**src/uxf_pkg.sv**
```systemverilog
package uxf_pkg;
    localparam logic [3:0] UXF_FEAT_OFS   = 4'h2;
    localparam logic [3:0] UXF_FMT_OFS    = 4'h3;
    localparam logic [7:0] UXF_FEAT_RST   = 8'h00;
    localparam logic [7:0] UXF_FMT_RST    = 8'h1D;
    localparam logic [7:0] UXF_FMT_UNLOCK = 8'hBF;
    localparam int         UXF_FEAT_CTS   = 7;
    localparam int         UXF_FEAT_RTS   = 6;
    localparam int         UXF_FEAT_SPEC  = 5;
    localparam int         UXF_FEAT_ENH   = 4;
    localparam int         UXF_FEAT_TX_LO = 2;
    localparam logic [1:0] UXF_SW_NONE    = 2'h0;
    localparam logic [1:0] UXF_SW_FIRST   = 2'h2;
    localparam logic [1:0] UXF_SW_SECOND  = 2'h1;
    localparam logic [1:0] UXF_SW_BOTH    = 2'h3;
    localparam logic [5:0] UXF_INT_XOFF   = 6'h10;
    localparam logic [5:0] UXF_INT_NONE   = 6'h01;
    localparam logic [2:0] UXF_INT_PRIO   = 3'h6;

    typedef struct packed {
        logic [7:0] first_resume_char;
        logic [7:0] second_resume_char;
        logic [7:0] first_stop_char;
        logic [7:0] second_stop_char;
    } uxf_flow_chars_type;

    typedef enum logic [1:0] {
        UXF_SEQ_IDLE,
        UXF_SEQ_ON1,
        UXF_SEQ_OFF1
    } uxf_seq_type;
endpackage : uxf_pkg

```
**src/uxf_efr.sv**
```systemverilog
// What this block does
// - feature reg at 0x02, reset zero, reachable only when format reg is 0xBF, lock clear
// - bit 7 turns automatic clear-to-send transmit gating on or off
// - bit 6 turns automatic request-to-send receive gating on or off
// - bit 5 matches second stop char: store it and flag special character
// - if flow also compares it: drop it, raise special interrupt and stop (in 1111/0011 stop only after first stop char)
// - enhanced register fields writable only while bit 4 set
// - bits 3:2 select which resume/stop pairs are transmitted
// - bits 1:0 select which resume/stop pairs the receiver compares
// - 1011 and 0111 send one pair, receiver accepts either char of each kind
// - 1111 and 0011 require both chars as two-character sequences
// - stop-caused flag clears on resume; special-caused flag clears on id read
// - that interrupt reports code 010000 at priority 6
`timescale 1ns/1ps
`default_nettype none
module uxf_feat_ctrl (
    input  wire logic                        clk,           // 20 MHz
    input  wire logic                        rst_b,         // async reset
    input  wire logic [3:0]                  reg_addr,      // register offset
    input  wire logic                        reg_wr,        // write strobe
    input  wire logic                        reg_rd,        // read strobe
    input  wire logic [7:0]                  reg_wdata,     // write data
    output logic      [7:0]                  reg_rdata,     // read data
    input  wire logic                        spec_fn_lock,  // special function bit 2
    input  wire logic                        int_id_rd,     // id register read
    input  wire uxf_pkg::uxf_flow_chars_type flow_chars,    // resume/stop chars
    input  wire logic                        cts_active,    // partner ready
    input  wire logic                        rx_halt,       // rx fifo above halt level
    input  wire logic                        modem_ctrl_rts,// manual rts level
    output logic                             rts_active,    // rts to partner
    input  wire logic                        tx_start_req,  // transmitter wants a char
    output logic                             tx_start_ok,   // char may start
    input  wire logic                        sleep_req,     // sleep request
    output logic                             sleep_en,      // sleep allowed
    output logic                             enh_wr_en,     // enhanced fields writable
    input  wire logic                        rx_valid,      // received char strobe
    input  wire logic [7:0]                  rx_char,       // received char
    output logic                             rx_push,       // push to rx fifo
    output logic      [7:0]                  rx_push_data,  // char to rx fifo
    output logic                             xoff_held,     // tx stopped by stop char
    output logic                             tx_send_first, // send first pair
    output logic                             tx_send_second,// send second pair
    output logic                             tx_send_double,// pairs as sequences
    output logic                             int_pend,      // stop/special interrupt
    output logic      [5:0]                  int_code,      // id register code
    output logic      [2:0]                  int_prio       // priority level
);

    ////////////////////////////////////////////////////////////////////////////
    logic [7:0] feat_r, feat_nxt, fmt_r, fmt_nxt, rdata_r, rdata_nxt;
    logic       unlocked;

    assign unlocked = (fmt_r == uxf_pkg::UXF_FMT_UNLOCK) && !spec_fn_lock;

    always_comb begin
        feat_nxt  = feat_r;
        fmt_nxt   = fmt_r;
        rdata_nxt = rdata_r;
        if (reg_wr && reg_addr == uxf_pkg::UXF_FEAT_OFS && unlocked) begin
            feat_nxt = reg_wdata;
        end
        if (reg_wr && reg_addr == uxf_pkg::UXF_FMT_OFS) begin
            fmt_nxt = reg_wdata;
        end
        if (reg_rd) begin
            if (reg_addr == uxf_pkg::UXF_FEAT_OFS && unlocked) begin
                rdata_nxt = feat_r;
            end else if (reg_addr == uxf_pkg::UXF_FMT_OFS) begin
                rdata_nxt = fmt_r;
            end else begin
                rdata_nxt = 8'h00;
            end
        end
    end

    always_ff @(posedge clk or negedge rst_b) begin
        if (!rst_b) begin
            feat_r  <= uxf_pkg::UXF_FEAT_RST;
            fmt_r   <= uxf_pkg::UXF_FMT_RST;
            rdata_r <= 8'h00;
        end else begin
            feat_r  <= feat_nxt;
            fmt_r   <= fmt_nxt;
            rdata_r <= rdata_nxt;
        end
    end

    assign reg_rdata = rdata_r;

    ////////////////////////////////////////////////////////////////////////////
    logic [1:0] tx_sel, rx_sel;
    logic       cts_en, rts_en, spec_en, enh_en, xoff_held_r;

    assign cts_en  = feat_r[uxf_pkg::UXF_FEAT_CTS];
    assign rts_en  = feat_r[uxf_pkg::UXF_FEAT_RTS];
    assign spec_en = feat_r[uxf_pkg::UXF_FEAT_SPEC];
    assign enh_en  = feat_r[uxf_pkg::UXF_FEAT_ENH];
    assign tx_sel  = feat_r[uxf_pkg::UXF_FEAT_TX_LO +: 2];
    assign rx_sel  = feat_r[1:0];

    // only gates the start, a char already shifting is finished
    assign tx_start_ok    = tx_start_req && (!cts_en || cts_active)
                            && !xoff_held_r;
    assign rts_active     = rts_en ? !rx_halt : modem_ctrl_rts;
    assign enh_wr_en      = enh_en;
    assign sleep_en       = sleep_req && enh_en;
    assign tx_send_first  = tx_sel[1];
    assign tx_send_second = tx_sel[0];
    assign tx_send_double = (tx_sel == uxf_pkg::UXF_SW_BOTH);

    ////////////////////////////////////////////////////////////////////////////
    uxf_pkg::uxf_seq_type seq_r, seq_nxt;
    logic m_on1, m_on2, m_off1, m_off2, either, dbl;
    logic xon_ev, xoff_ev, spec_ev, swallow;
    logic push_r, push_nxt, held_nxt;
    logic [7:0] pdata_r, pdata_nxt;

    assign m_on1  = rx_char == flow_chars.first_resume_char;
    assign m_on2  = rx_char == flow_chars.second_resume_char;
    assign m_off1 = rx_char == flow_chars.first_stop_char;
    assign m_off2 = rx_char == flow_chars.second_stop_char;
    assign either = (rx_sel == uxf_pkg::UXF_SW_BOTH) &&
                    (tx_sel == uxf_pkg::UXF_SW_FIRST || tx_sel == uxf_pkg::UXF_SW_SECOND);
    assign dbl    = (rx_sel == uxf_pkg::UXF_SW_BOTH) && !either;

    always_comb begin
        seq_nxt = seq_r;
        xon_ev  = 1'b0;
        xoff_ev = 1'b0;
        swallow = 1'b0;
        spec_ev = rx_valid && spec_en && m_off2;
        if (!dbl) begin
            seq_nxt = uxf_pkg::UXF_SEQ_IDLE;
        end
        if (rx_valid) begin
            unique case (rx_sel)
                uxf_pkg::UXF_SW_FIRST: begin
                    xon_ev  = m_on1;
                    xoff_ev = m_off1;
                end
                uxf_pkg::UXF_SW_SECOND: begin
                    xon_ev  = m_on2;
                    xoff_ev = m_off2;
                end
                uxf_pkg::UXF_SW_BOTH: begin
                    if (either) begin
                        xon_ev  = m_on1 || m_on2;
                        xoff_ev = m_off1 || m_off2;
                    end else begin
                        unique case (seq_r)
                            uxf_pkg::UXF_SEQ_ON1: begin
                                xon_ev  = m_on2;
                                swallow = m_on2;
                                seq_nxt = uxf_pkg::UXF_SEQ_IDLE;
                            end
                            uxf_pkg::UXF_SEQ_OFF1: begin
                                xoff_ev = m_off2;
                                swallow = m_off2;
                                seq_nxt = uxf_pkg::UXF_SEQ_IDLE;
                            end
                            default: begin
                                swallow = m_on1 || m_off1;
                                if (m_on1) begin
                                    seq_nxt = uxf_pkg::UXF_SEQ_ON1;
                                end else if (m_off1) begin
                                    seq_nxt = uxf_pkg::UXF_SEQ_OFF1;
                                end
                            end
                        endcase
                    end
                end
                uxf_pkg::UXF_SW_NONE: begin
                end
            endcase
            swallow = swallow || xon_ev || xoff_ev;
            if (spec_ev && rx_sel[0]) begin
                swallow = 1'b1;
            end
        end
    end

    always_comb begin
        push_nxt  = rx_valid && !swallow;
        pdata_nxt = rx_valid ? rx_char : pdata_r;
        held_nxt  = xoff_held_r;
        if (xon_ev) begin
            held_nxt = 1'b0;
        end
        if (xoff_ev) begin
            held_nxt = 1'b1;
        end
    end

    always_ff @(posedge clk or negedge rst_b) begin
        if (!rst_b) begin
            seq_r       <= uxf_pkg::UXF_SEQ_IDLE;
            push_r      <= 1'b0;
            pdata_r     <= 8'h00;
            xoff_held_r <= 1'b0;
        end else begin
            seq_r       <= seq_nxt;
            push_r      <= push_nxt;
            pdata_r     <= pdata_nxt;
            xoff_held_r <= held_nxt;
        end
    end

    assign rx_push      = push_r;
    assign rx_push_data = pdata_r;
    assign xoff_held    = xoff_held_r;

    ////////////////////////////////////////////////////////////////////////////
    logic int_r, int_nxt, cause_r, cause_nxt;

    always_comb begin
        int_nxt   = int_r;
        cause_nxt = cause_r;
        if ((xon_ev && !cause_r) || (int_id_rd && cause_r)) begin
            int_nxt = 1'b0;
        end
        if (xoff_ev || spec_ev) begin
            int_nxt   = 1'b1;
            cause_nxt = spec_ev;
        end
    end

    always_ff @(posedge clk or negedge rst_b) begin
        if (!rst_b) begin
            int_r   <= 1'b0;
            cause_r <= 1'b0;
        end else begin
            int_r   <= int_nxt;
            cause_r <= cause_nxt;
        end
    end

    assign int_pend = int_r;
    assign int_code = int_r ? uxf_pkg::UXF_INT_XOFF : uxf_pkg::UXF_INT_NONE;
    assign int_prio = uxf_pkg::UXF_INT_PRIO;
endmodule : uxf_feat_ctrl
`default_nettype wire

```
**config.mk**
```make
export PLATFORM = sky130hd
export DESIGN_NAME = uxf_feat_ctrl
export DESIGN_NICKNAME = d
export VERILOG_FILES = /design/src/uxf_pkg.sv /design/src/uxf_efr.sv
export SDC_FILE = /design/constraint.sdc
export NUM_CORES = 1
export LEC_CHECK = 0
export BUFFER_PORTS_ARGS = -buffer_cell sky130_fd_sc_hd__buf_2
export CAP_MARGIN = 20
export CORE_UTILIZATION = 51
export CTS_BUF_LIST = sky130_fd_sc_hd__clkbuf_16
export DETAILED_ROUTE_END_ITERATION = 8
export PLACE_DENSITY = 0.85
export SLEW_MARGIN = 20
export SYNTH_ARGS = -nofsm -noshare
export SYNTH_HDL_FRONTEND = slang
export SYNTH_SLANG_ARGS = --single-unit
```
**constraint.sdc**
```tcl
create_clock -name clk -period 5.55 [get_ports clk]
set_input_delay 1.11 -clock clk [delete_from_list [all_inputs] [get_ports clk]]
set_output_delay 1.11 -clock clk [all_outputs]
set_load 0.02 [all_outputs]
```
---- Word level (Yosys, flattened, before mapping) ----
Cells that the tools add are included.
cells by class
  equal/unequal tests ..................... 15
  multiplexer cells ....................... 31
  reduce and logical (&&, ||, !) cells .... 35
operators with widths
  cell                                           count
  == test 8 bit                                  4
  two-way mux 1 bit                              18
  logical AND 1 bit                              16
  two-way mux 8 bit                              2
  two-way mux 2 bit                              7
  == test 2 bit, second input constant           5
  logical OR 1 bit                               9
  == test 4 x 2 -> 1 bit, second input constant  2
  == test 8 bit, second input constant           1
  logical NOT 1 bit                              7
  == test 2 x 1 -> 1 bit, second input constant  3
  case mux 1 bit (3 select lines)                2
  two-way mux 5 bit                              1
  nonzero test 2 bit                             2
  case mux 1 bit (2 select lines)                1
  OR reduction 2 bit                             1
storage, ports and cells
  register bits ........................... 38
  input bits .............................. 64
  output and inout bits ................... 35
  word-level logic and storage cells ...... 90

---- Logic depth before layout (Yosys ltp) ----
  depth after elaboration ................. 12
  depth in mapped cells ................... 7
  depth with buffers taken out ............ 6

---- Least setup slack after synthesis ----
No wires, ideal clock.
  path kind ............................... in2out
  start point ............................. in modem_ctrl_rts
  end point ............................... out rts_active
  data arrival time ....................... 1480 ps
  required time ........................... 4440 ps
  path slack .............................. 2960 ps
  stages .................................. 2
  buffers on the path ..................... 0
  cell sequence ........................... inv_1 > mux2i_1
between the ends
  word-level cells in the longest chain between the ends .. 1
ends and longest elaborated chain
  element             RTL line        RTL
  start: declaration  uxf_efr.sv:29   input wire logic modem_ctrl_rts,
  two-way mux 1 bit   uxf_efr.sv:104  assign rts_active = rts_en ? !rx_halt : modem_ctrl_rts;
  end: declaration    uxf_efr.sv:30   output logic rts_active,
No other way between the ends.

---- Worst setup path after layout ----
  start point ............................. in cts_active
  end point ............................... out tx_start_ok
between the ends
  word-level cells in the longest chain between the ends .. 3
ends and longest elaborated chain
  element             RTL line        RTL
  start: declaration  uxf_efr.sv:27   input wire logic cts_active,
  logical OR 1 bit    uxf_efr.sv:102  assign tx_start_ok = tx_start_req && (!cts_en || cts_active)
  logical AND 1 bit   uxf_efr.sv:102
  logical AND 1 bit   uxf_efr.sv:103  && !xoff_held_r;
  end: declaration    uxf_efr.sv:32   output logic tx_start_ok,
No other way between the ends.

==> reports/qor.csv <==
stage;metric;value;unit
route;DRT antenna net count;0;
final_layout;non-filler cells, final;345;
critical_path;WS Path Type;primary input to output pin;
route;DRC;0;
synth;Avg Cell Area, Syn;10.5;um2
timing;highest clock rate;364;MHz
synth;count leader, synth;dfrtp_1;
route;Iteration-0 DRC Markers;110;
timing;setup tns final;0;ns
grt;grt ovf;0;
grt;vias in the first global route;1753;
run_status;status;finished, final reports clean;
critical_path;Setup crit start;cts_active;
min_path;Tightest Hold Check Type;flip-flop to flip-flop;
final_layout;Area Growth Syn to Fin;24.8;%
final_layout;Layout Nets;361;
synth;area leader, netlist;dfrtp_1;
die;core area;4120;um2
critical_path;Critical Path Stages;4;
critical_path;most used cell, CP;buf_2;
synth;synthesized flop and latch total;38;
min_path;Hold Path Cell Cnt;1;
clocking;clk slew on worst S/H paths;0.06;ns
final_layout;Inserted Diodes;0;
timing;fin crit period;2.75;ns
timing;Worst slew margin;45.1;%
timing;# setup viols final;0;
power_and_ir_drop;Net Sw Frac;26.2;%
final_layout;register area;956;um2
grt;largest net degree at the start of global routing;39;
timing;final worst-path cycle share;49.5;%
synth;Synth top area share;38.1;%
placement;DPL Wire Length;4000;um
synth;Post-synth ARST share;100;%
critical_path;worst path cell trace;buf_2 -> nand2b_1 -> and3_1 -> buf_2;
synth;sequential share of the synthesized area;42.8;%
critical_path;Worst path max stage delay;0.17;ns
die;die width;68.2;um
die;initial core utilization;54.3;%
power_and_ir_drop;Design Power;0.719;mW
route;vias post-DR;1863;
clocking;CTS root buf;clkbuf_16;
clocking;CTS Sinks;38;
clocking;# Post-CTS Setup Buffers;0;
synth;Synth top cells by count;dfrtp_1, xnor2_1, mux2_2;
route;vias per cell;5.40;
critical_path;Worst Path Arrival;1.64;ns
clocking;CTS tree;built;
synth;synth top area cells;dfrtp_1, xnor2_1, mux2_2;
clocking;Longest Clk Path Bufs;2;
clocking;CTS Buf Count;5;
synth;most common flop cell mapped by yosys;dfrtp_1;
power_and_ir_drop;Seq pwr share;44.9;%
grt;Total GRT Usage;24.4;%
critical_path;worst endpoint required time;4.44;ns
critical_path;R2R cell count;5;
grt;global-route wire length before repair;8200;um
critical_path;critical path endpoint category;output pin;
timing;Fin. Hold Viols;0;
power_and_ir_drop;Clock Power Share;37.7;%
die;die area;4650;um2
final_layout;share of cells above drive strength 1;44.4;%
synth;Synth Instances;213;
final_layout;Fill cells;305;
clocking;post-CTS resize count;0;
placement;placed cell areas;2650;um2
power_and_ir_drop;P per Cell Area;258;nW/um2
final_layout;area of the multi-input gates;1140;um2
synth;Distinct cells, synth;40;
placement;RePlAce Congestion;0.880;
power_and_ir_drop;Pint;0.531;mW
timing;Clock Skew;0.0111;ns
power_and_ir_drop;Gate power share;17.4;%
power_and_ir_drop;Leak Pwr;1.30;nW
grt;initial antenna violation count;0;
placement;input/output buffers;91;
die;height of the chip;68.2;um
power_and_ir_drop;peak supply drop;254;uV
timing;RSZ-0062 raised after global routing;false;
die;row cnt;23;
synth;Mapped Area;2240;um2
synth;Synth Warn #;0;
route;drt pass-1 iters;4;
critical_path;CP startpoint kind;primary input;
timing;fin. max-slew vios;0;
job;Max-Cap Viols;0;
critical_path;slowest stage cell on the critical path;and3_1;
route;DRT Wirelength;5160;um
critical_path;worst path bufs/invs;2;
clocking;Clk Latency, worst-skew pair;0.28;ns
min_path;hold path start;rx_push_data[4]$_DFFE_PN0P_;
clocking;Post-CTS Hold Fix Bufs;0;
placement;# placed instances;337;
critical_path;cell family with most CP delay;simple AND/OR/NAND/NOR gates;
timing;Least-Margin Pin Slew;0.824;ns
final_layout;post-route cell area;2790;um2
synth;number of synthesized flops with an enable pin;0;
critical_path;Max Fanout on Critical Path;1;
critical_path;RR Startpoint;fmt_r[0]$_DFFE_PN1P_;
route;WL/cell;15.0;um
die;I/O pin total;99;
power_and_ir_drop;Net Sw Power;0.189;mW
clocking;CTS H-tree depth;2;
[path summary, 6_finish.rpt]
kind,endpoint,slack (ns)
worst max-delay path,tx_start_ok,2.80
worst min-delay path,rx_push_data[4]$_DFFE_PN0P_,0.51
worst max register to register,feat_r[1]$_DFFE_PN0P_,3.59
worst min register to register,rx_push_data[4]$_DFFE_PN0P_,0.51
max in group asynchronous,feat_r[3]$_DFFE_PN0P_,4.09
min in group asynchronous,reg_rdata[5]$_DFFE_PN0P_,0.92
[layout by cell type (no fill, tap or decap), types with 4 or more instances in the layout]
master and instances:
buf_2 91, clkbuf_16 5, dfstp_2 4, nor2_1 16, nand4_1 10, dfrtp_1 34, inv_1 10, a22oi_1 8
mux2_2 24, conb_1 7, a21oi_1 13, xnor2_1 32
[per-layer routing]
layer | part of all wire [%] | GRT usage, % | wire length, um
met5 | 0 | 0 | 0
met2 | 51 | 40.0 | 2650
met4 | 1.0 | 7.03 | 54
met3 | 6.1 | 6.67 | 316
met1 | 41 | 31.2 | 2140
[power by group through the flow]
stage	clock network, mW	logic, mW	registers, mW
floorplan	0	0.0690	0.335
global placement	0	0.122	0.325
detailed placement	0	0.125	0.327
CTS	0.276	0.126	0.322
global route	0.290	0.137	0.326
finish	0.271	0.126	0.323
[cell type report]
type | count | area share [%]
well taps | 50 | 2.24
repair buffers | 91 | 16.3
inverters | 9 | 1.21
clock buffers | 5 | 4.48
clock inverters | 3 | 0.628
multi-input cells | 149 | 40.9
flip-flops and latches | 38 | 34.2
[through the flow]
| stage | util [%] | hold WS [ns] | setup WS [ns] |
|---|---|---|---|
| 3_3_place_gp | 64.4 | 0.487 | 2.81 |
| 2_1_floorplan | - | 0.491 | 2.96 |
| 4_1_cts | 67.8 | 0.508 | 2.80 |
| 3_5_place_dp | 64.4 | 0.493 | 2.80 |
| 6_report | 67.8 | 0.506 | 2.80 |
| 5_1_grt | 67.8 | 0.517 | 2.76 |
[sequential cells by signal, summed over array words and instances, names as in the netlist]
| signal | cells |
|---|---|
| xoff_held | 1 |
| int_pend | 1 |
| rx_push | 1 |
| feat_r | 8 |
| rx_push_data | 8 |
| reg_rdata | 8 |
| seq_r | 2 |
| fmt_r | 8 |
| cause_r | 1 |
[worst reg2reg max path, delay by kind of cell (launching register included)]
| family | cells | cell delay (ns) |
|---|---|---|
| and+or+nand+nor | 4 | 0.98 |
| muxes | 1 | 0.33 |
| DFF | 1 | 0.54 |
[logic make-up (layout without fill, tap and decap cells)]
logic type / after synthesis / after routing / synth area share, %
buffers and inverters: 31 / 108 / 7.05
AO/OA/AOI/OAI: 35 / 35 / 10.5
other: 2 / 7 / 0.336
flip-flops: 38 / 38 / 42.8
XOR/XNOR: 32 / 32 / 12.5
adder cells (fa/ha/maj): 3 / 3 / 1.68
AND/OR/NAND/NOR: 46 / 46 / 11.9
multiplexers: 26 / 26 / 13.2
No activity file was read; power rests on OpenSTA's default activity.
